===== config.mk =====
export PLATFORM = sky130hd
export DESIGN_NAME = dcpp_charge_port_ctrl
export DESIGN_NICKNAME = d
export VERILOG_FILES = /design/src/dcpp_pkg.sv /design/src/dcpp_port_cell.sv /design/src/dcpp_charge_port_ctrl.sv
export VERILOG_INCLUDE_DIRS = /design/src
export SDC_FILE = /design/constraint.sdc
export NUM_CORES = 1
export LEC_CHECK = 0
export ABC_CLOCK_PERIOD_IN_PS = 1700
export BUFFER_PORTS_ARGS = -buffer_cell sky130_fd_sc_hd__buf_2
export CAP_MARGIN = 20
export CORE_MARGIN = 5
export CORE_UTILIZATION = 30
export CTS_CLUSTER_DIAMETER = 60
export CTS_CLUSTER_SIZE = 24
export DETAILED_ROUTE_END_ITERATION = 8
export GPL_ROUTABILITY_DRIVEN = 0
export GPL_TIMING_DRIVEN = 1
export PLACE_DENSITY = 0.66
export RECOVER_POWER = 25
export SETUP_SLACK_MARGIN = 0.4
export SYNTH_ARGS = -nofsm -noshare
export SYNTH_HDL_FRONTEND = slang
export SYNTH_HIERARCHICAL = 1
export SYNTH_SLANG_ARGS = --single-unit

===== constraint.sdc =====
create_clock -name core_clk -period 1.7 [get_ports core_clk]
set_clock_uncertainty 0.2 [all_clocks]
set_input_delay 0.255 -clock core_clk [delete_from_list [all_inputs] [get_ports core_clk]]
set_output_delay 0.255 -clock core_clk [all_outputs]
set_load 0.01 [all_outputs]

===== src/dcpp_consts.svh =====
// register offsets, field positions and reset values of the charge port block
`ifndef DCPP_CONSTS_SVH
`define DCPP_CONSTS_SVH

// number of downstream ports
`define DCPP_PORT_COUNT        3
// configuration register offsets
`define DCPP_CHARGE_EN_OFFSET  8'hd0
`define DCPP_STATUS_OFFSET     8'hd1
// first mask bit that belongs to a port (port 1)
`define DCPP_FIRST_PORT_BIT    1
// reset values
`define DCPP_CHARGE_EN_RESET   8'h00
`define DCPP_RDATA_RESET       8'h00
// status register field positions
`define DCPP_STAT_POWER_LSB    0
`define DCPP_STAT_FAULT_LSB    4
`define DCPP_STAT_CONFIG_BIT   7

`endif


===== src/dcpp_pkg.sv =====
// types shared by the charge port power control design
package dcpp_pkg;

   // configuration phase of the hub
   typedef enum logic {
      DCPP_CONFIGURING,
      DCPP_CONFIGURED
   } dcpp_phase_type;

   // who currently owns a port power output
   typedef enum logic {
      DCPP_OWNER_CHARGE,
      DCPP_OWNER_HUB
   } dcpp_owner_type;

endpackage : dcpp_pkg


===== src/dcpp_port_cell.sv =====
// one downstream port: power ownership, overcurrent latch, charging answer
`timescale 1ns/1ns

module dcpp_port_cell (
   // clock and reset
   input  wire logic core_clk,
   input  wire logic reset_n,
   // configuration state
   input  wire logic configured,
   input  wire logic charge_role,
   // hub logic side
   input  wire logic hub_port_power_feature,
   input  wire logic hub_port_power_request,
   // port pins and device query
   input  wire logic overcurrent_sense_n,
   input  wire logic charge_query,
   // outputs
   output logic      port_power_out,
   output logic      overcurrent_fault,
   output logic      charge_ack
);

   dcpp_pkg::dcpp_owner_type owner;
   logic                     power_d;
   logic                     power_q;
   logic                     fault_q;
   logic                     ack_q;

   // feature set means the hub logic owns power, clear means charging logic
   assign owner = hub_port_power_feature ? dcpp_pkg::DCPP_OWNER_HUB
                                         : dcpp_pkg::DCPP_OWNER_CHARGE;

   // overcurrent seen on a configured charging port while charging logic owns power latches until reset
   always_ff @(posedge core_clk or negedge reset_n) begin
      if (!reset_n) begin
         fault_q <= 1'b0;
      end else if (configured && charge_role && !overcurrent_sense_n &&
                   owner == dcpp_pkg::DCPP_OWNER_CHARGE) begin
         fault_q <= 1'b1;
      end
   end

   // next power value: nothing before configuration, overcurrent always wins
   always_comb begin
      power_d = 1'b0;
      if (!configured) begin
         power_d = 1'b0;
      end else if (!overcurrent_sense_n || fault_q) begin
         power_d = 1'b0;
      end else if (owner == dcpp_pkg::DCPP_OWNER_HUB) begin
         power_d = hub_port_power_request;
      end else begin
         power_d = charge_role;
      end
   end

   // registered power output
   always_ff @(posedge core_clk or negedge reset_n) begin
      if (!reset_n) begin
         power_q <= 1'b0;
      end else begin
         power_q <= power_d;
      end
   end

   // only a charging port answers a query; others stay silent
   always_ff @(posedge core_clk or negedge reset_n) begin
      if (!reset_n) begin
         ack_q <= 1'b0;
      end else begin
         ack_q <= charge_query && charge_role && configured;
      end
   end

   assign port_power_out    = power_q;
   assign overcurrent_fault = fault_q;
   assign charge_ack        = ack_q;

endmodule : dcpp_port_cell


===== src/dcpp_charge_port_ctrl.sv =====
// downstream charge port power control: config register and per-port cells
`timescale 1ns/1ns
`include "dcpp_consts.svh"

// Function
// - each downstream port can be set on its own as charging or standard.
// - a port's role is frozen once configuration completes.
// - a charging port acknowledges a charging query; others never answer.
// - on a charging port the charging logic governs port power.
// - charging logic turns port power on when configuration completes.
// - overcurrent under charging control turns power off until reset.
// - after enumeration the hub logic takes port power back.
// - feature 1 gives power to the hub logic, feature 0 to charging logic.
// - overcurrent turns port power off whoever owns it.
// - charge enables come only from serial config writes in the config phase.
// - the mask at d0 holds one bit per port, port 1 at bit 1 and upward.
// - every charging enabled port drives its port power bit on after configuration while charging logic owns it and no overcurrent or fault is seen.
// - the 3.3 V regulator enable is off in reset and turns on at the first clock edge after release.
module dcpp_charge_port_ctrl #(
   parameter int PORTS = `DCPP_PORT_COUNT
) (
   // clock and reset
   input  wire logic             core_clk,
   input  wire logic             reset_n,
   // serial configuration register port
   input  wire logic             cfg_wr_en,
   input  wire logic             cfg_rd_en,
   input  wire logic [7:0]       cfg_addr,
   input  wire logic [7:0]       cfg_wdata,
   output logic      [7:0]       cfg_rdata,
   input  wire logic             cfg_done,
   // hub logic
   input  wire logic [PORTS-1:0] hub_port_power_feature,
   input  wire logic [PORTS-1:0] hub_port_power_request,
   // downstream port pins and charging queries
   input  wire logic [PORTS-1:0] overcurrent_sense_n,
   input  wire logic [PORTS-1:0] charge_query,
   output logic      [PORTS-1:0] port_power_out,
   output logic      [PORTS-1:0] charge_ack,
   output logic      [PORTS-1:0] charge_port_role,
   // regulator control
   output logic                  reg33_enable
);

   dcpp_pkg::dcpp_phase_type phase_q;
   logic [7:0]               charge_port_enable_mask_q;
   logic [7:0]               cfg_rdata_q;
   logic [7:0]               status_word;
   logic [PORTS-1:0]         role;
   logic [PORTS-1:0]         fault;
   logic                     configured;
   logic                     reg33_q;
   logic                     mask_wr;

   assign configured = (phase_q == dcpp_pkg::DCPP_CONFIGURED);

   // configuration phase: leaves configuring once and stays until reset
   always_ff @(posedge core_clk or negedge reset_n) begin
      if (!reset_n) begin
         phase_q <= dcpp_pkg::DCPP_CONFIGURING;
      end else begin
         unique case (phase_q)
            dcpp_pkg::DCPP_CONFIGURING: begin
               if (cfg_done) begin
                  phase_q <= dcpp_pkg::DCPP_CONFIGURED;
               end
            end
            dcpp_pkg::DCPP_CONFIGURED: begin
               phase_q <= dcpp_pkg::DCPP_CONFIGURED;
            end
         endcase
      end
   end

   // mask writes count only during the configuration phase
   assign mask_wr = cfg_wr_en && !configured &&
                    cfg_addr == `DCPP_CHARGE_EN_OFFSET;

   // charge enable mask register; bit 0 is unused and stays zero
   always_ff @(posedge core_clk or negedge reset_n) begin
      if (!reset_n) begin
         charge_port_enable_mask_q <= `DCPP_CHARGE_EN_RESET;
      end else if (mask_wr) begin
         charge_port_enable_mask_q <= {cfg_wdata[7:1], 1'b0};
      end
   end

   // status word: power outputs, fault latches, configured flag
   always_comb begin
      status_word = 8'h00;
      status_word[`DCPP_STAT_POWER_LSB +: PORTS] = port_power_out;
      status_word[`DCPP_STAT_FAULT_LSB +: PORTS] = fault;
      status_word[`DCPP_STAT_CONFIG_BIT]         = configured;
   end

   // registered read data; unmapped offsets read zero
   always_ff @(posedge core_clk or negedge reset_n) begin
      if (!reset_n) begin
         cfg_rdata_q <= `DCPP_RDATA_RESET;
      end else if (cfg_rd_en) begin
         if (cfg_addr == `DCPP_CHARGE_EN_OFFSET) begin
            cfg_rdata_q <= charge_port_enable_mask_q;
         end else if (cfg_addr == `DCPP_STATUS_OFFSET) begin
            cfg_rdata_q <= status_word;
         end else begin
            cfg_rdata_q <= 8'h00;
         end
      end
   end

   // regulator enable: off in reset, on from the first edge after release
   always_ff @(posedge core_clk or negedge reset_n) begin
      if (!reset_n) begin
         reg33_q <= 1'b0;
      end else begin
         reg33_q <= 1'b1;
      end
   end

   // one cell per port; role fixed by the mask once configured
   genvar gi;
   generate
      for (gi = 0; gi < PORTS; gi = gi + 1) begin : g_port
         assign role[gi] = configured &&
            charge_port_enable_mask_q[gi + `DCPP_FIRST_PORT_BIT];

         dcpp_port_cell u_cell (
            .core_clk               (core_clk),
            .reset_n                (reset_n),
            .configured             (configured),
            .charge_role            (role[gi]),
            .hub_port_power_feature (hub_port_power_feature[gi]),
            .hub_port_power_request (hub_port_power_request[gi]),
            .overcurrent_sense_n    (overcurrent_sense_n[gi]),
            .charge_query           (charge_query[gi]),
            .port_power_out         (port_power_out[gi]),
            .overcurrent_fault      (fault[gi]),
            .charge_ack             (charge_ack[gi])
         );
      end
   endgenerate

   assign cfg_rdata        = cfg_rdata_q;
   assign charge_port_role = role;
   assign reg33_enable     = reg33_q;

endmodule : dcpp_charge_port_ctrl


==> run summary <==
The flow ran to the end, but the final reports show violations. The checks that failed: negative setup slack. The top cell type by area accounts for 59.4% of the synthesized area. The commonest non-fill, non-tap cell in the layout is sky130_fd_sc_hd__buf_2. The worst setup slack for register-to-register paths is -0.007 ns.

The top cell types in the final layout, fill and taps aside, are sky130_fd_sc_hd__buf_2 (47), sky130_fd_sc_hd__dfrtp_1 (26), sky130_fd_sc_hd__mux2_4 (7). The reported max-cap violation count is 0. The total I/O pin count came out at 51. The combined global-route utilization of all metal layers came out at 11.5%. The fraction of layout cells with a size suffix above 1 is 59.0%. The most critical setup path has its startpoint at configured$_DFF_PN0_. The number of antenna diodes in the final layout is 0.

The distinct cell type count after synthesis is 22. The total number of vias is 860. The detailed router's first-iteration violation count came out at 31. The area of the mapped netlist is 1090 µm². Compared with the post-synthesis result, the final layout area differs by 42.5%. By area the synthesized netlist is led by sky130_fd_sc_hd__dfrtp_1 (59%), sky130_fd_sc_hd__mux2_4 (9.6%), sky130_fd_sc_hd__a221o_1 (5.5%). The measured slew at the worst slew-check pin is 0.646 ns. The total number of yosys warnings is 6. The iteration count of the initial detailed-routing pass came out at 4. STA classifies the critical path endpoint as a register. The number of endpoints failing setup at the final stage came out at 7. The final-report hold violation count is 0. In this run the critical register-to-register path is launched from configured$_DFF_PN0_. The total of buffers placed on input and output ports came out at 49. The overall die width came out at 70.4 µm.

The max-slew headroom at the worst pin is 56.9%. The cell area power density is 712 nW/µm². The post-route minimum period came out at 1.71 ns. The final worst-path cycle share came out at 100%. The sequential cells in the finished layout cover a total of 651 µm².

The depth of the worst register-to-register path is 3. The setup TNS after final layout came out at -0.0296 ns. In the routed design, unresolved DRC markers number 0. TritonCTS built the clock tree. The net count of the finished layout is 173. The site row count came out at 22. The pin count of the biggest net entering global routing came out at 27. The area used by multi-input combinational logic came out at 467 µm². The worst endpoint required time came out at 1.66 ns. Dividing the detail-routed via count by the number of cells gives 4.60. The sequential share of the synthesized area came out at 59.4%. The cell count after synthesis is 79. The number of clock buffers added by TritonCTS is 3. The number of storage elements in the synthesis netlist is 26.

The count of nets left with antenna violations after detail routing is 0. A synthesized cell averages 13.9 µm². Setup repair after global routing could not meet its margin everywhere.

The top fanout value on the critical path is 7. The starting density of the core came out at 30.4%. The vertical extent of the die came out at 70.4 µm. The data arrival at the endpoint of the critical path came out at 1.67 ns. The min-delay analysis places its worst path in the category input port to register. The clock-pin slew of the registers on the worst-case setup and hold paths is 0.08 ns. The kind of launch point of the worst setup path is a register. The fmax is 0.586 GHz. In this run the number of H-tree levels came out at 1. The mean routed wirelength per cell came out at 14.5 µm.

The critical register-to-register path endpoint is charge_port_enable_mask_q[6]$_DFFE_PN0P_. The filler cells instantiated in the layout total 362. For the worst-skew pair, the clock arrives at the later sink with an insertion delay of 0.27 ns. When the netlist entered floorplanning its net count stood at 112. The first global-routing pass estimated 4.57 mm of wire.

The smallest setup slack after layout is -0.00673 ns. The core region area came out at 3610 µm². The area of the die came out at 4960 µm². The critical path endpoint is charge_port_enable_mask_q[6]$_DFFE_PN0P_.

Counting along the longest clock path gives a buffer depth of 2. The worst voltage drop across the vdd grid is 0.308 mV. The root buffer selected by CTS is sky130_fd_sc_hd__clkbuf_8. The number of global-route vias before repair came out at 976.

The HPWL after detailed placement is 2.05 mm. The initial antenna violation count is 0. The critical path in this run is classified as register to register.

The leakage power is 0.000870 µW. The count of clock tree sinks came out at 26. The hold slack came out at 0.0115 ns. The residual overflow from global routing came out at 0. The cell taking the most area after synthesis is sky130_fd_sc_hd__dfrtp_1. The max-slew violation count is 0.

The final wirelength is 2.71 mm.
## per-stage QoR
stage / total power [µW] / instance area [µm²] / util, % / std cells / setup slack [ns]
global route: 1160 / 1560 / 43.3 / 187 / -0.0454
floorplan: 661 / 1090 / - / 79 / -0.168
global placement: 721 / 1430 / 39.8 / 181 / -0.269
finish: 1110 / 1560 / 43.3 / 187 / -0.00673
CTS: 1130 / 1540 / 42.7 / 187 / -0.000518
detailed placement: 725 / 1430 / 39.8 / 181 / -0.294
## repair_timing
item | 4_1_cts | 5_1_grt
hold buffers | 2 | 0
endpoints found under the setup margin | 22 | 23
pin swaps | 7 | 1
hold endpoints to repair | 27 | 0
buffers inserted | 0 | 0
gates resized for setup | 6 | 5
## report_power, final
part	internal (µW)	switching, µW
Clock	207	182
Combinational	47.5	45.6
Sequential	624	4.54
Total	879	232
## kinds of logic (layout without fill, tap and decap cells)
kind of cell | after synthesis | after routing | synth area share [%]
flip-flops | 26 | 26 | 59.4
AO/OA/AOI/OAI | 11 | 11 | 9.49
other | 1 | 1 | 0.343
AND/OR/NAND/NOR | 29 | 29 | 17.0
multiplexers | 10 | 10 | 12.3
buffers and inverters | 2 | 62 | 1.37
## metal layers
layer | wire length, µm | track usage [%]
met2 | 1280 | 19.0
met3 | 241 | 3.74
met4 | 29 | 3.19
met1 | 1160 | 14.2
met5 | 0 | 0
## flip-flops by register name (all words and copies together), names as in the netlist
name and count:
g_port.u_cell/port_power_out 3, reg33_enable 1, cfg_rdata 8, g_port.u_cell/overcurrent_fault 3
configured 1, charge_port_enable_mask_q 7, g_port.u_cell/charge_ack 3
## how the worst min path moves through the flow
stage          cells after the start  slack, ns         start                                   endpoint
2_1_floorplan                      0      -0.24       reset_n                   cfg_rdata[0]$_DFFE_PN0P_
3_3_place_gp                       1       0.07       reset_n      g_port[0].u_cell/charge_ack$_DFF_PN0_
3_5_place_dp                       1       0.08       reset_n  g_port[0].u_cell/port_power_out$_DFF_PN0_
4_1_cts                            2      0.006  cfg_wdata[2]   charge_port_enable_mask_q[2]$_DFFE_PN0P_
5_1_grt                            2       0.01  cfg_wdata[4]   charge_port_enable_mask_q[4]$_DFFE_PN0P_
6_report                           2       0.01  cfg_wdata[2]   charge_port_enable_mask_q[2]$_DFFE_PN0P_
## critical path: stages, from the launching register on
cell	delay [ns]
sky130_fd_sc_hd__dfrtp_1	0.40
sky130_fd_sc_hd__nand2b_4	0.14
sky130_fd_sc_hd__or4_4	0.52
sky130_fd_sc_hd__mux2_4	0.33
## cells in the mapped netlist
master                     number
sky130_fd_sc_hd__dfrtp_1       26
sky130_fd_sc_hd__mux2_4         7
sky130_fd_sc_hd__a221o_1        6
sky130_fd_sc_hd__nor2b_1        6
sky130_fd_sc_hd__nand2_1        4
sky130_fd_sc_hd__a31o_2         3
sky130_fd_sc_hd__and2_1         3
sky130_fd_sc_hd__and3_1         3
sky130_fd_sc_hd__mux2i_1        3
sky130_fd_sc_hd__nor2_1         3
sky130_fd_sc_hd__nor3_2         3
sky130_fd_sc_hd__a22o_1         2
sky130_fd_sc_hd__buf_6          1
sky130_fd_sc_hd__conb_1         1
sky130_fd_sc_hd__inv_1          1
sky130_fd_sc_hd__nand2b_1       1
sky130_fd_sc_hd__nand4b_1       1
sky130_fd_sc_hd__nor3_1         1
sky130_fd_sc_hd__nor4_1         1
sky130_fd_sc_hd__or2_2          1
sky130_fd_sc_hd__or3_4          1
sky130_fd_sc_hd__or4_4          1
## layout make-up
cell class	count	area share, %
repair buffers	57	20.8
clock buffers	4	3.53
multi-input cells	51	29.9
flip-flops and latches	26	41.7
well taps	48	3.85
inverters	1	0.241
(Power assumes the default switching activity.)
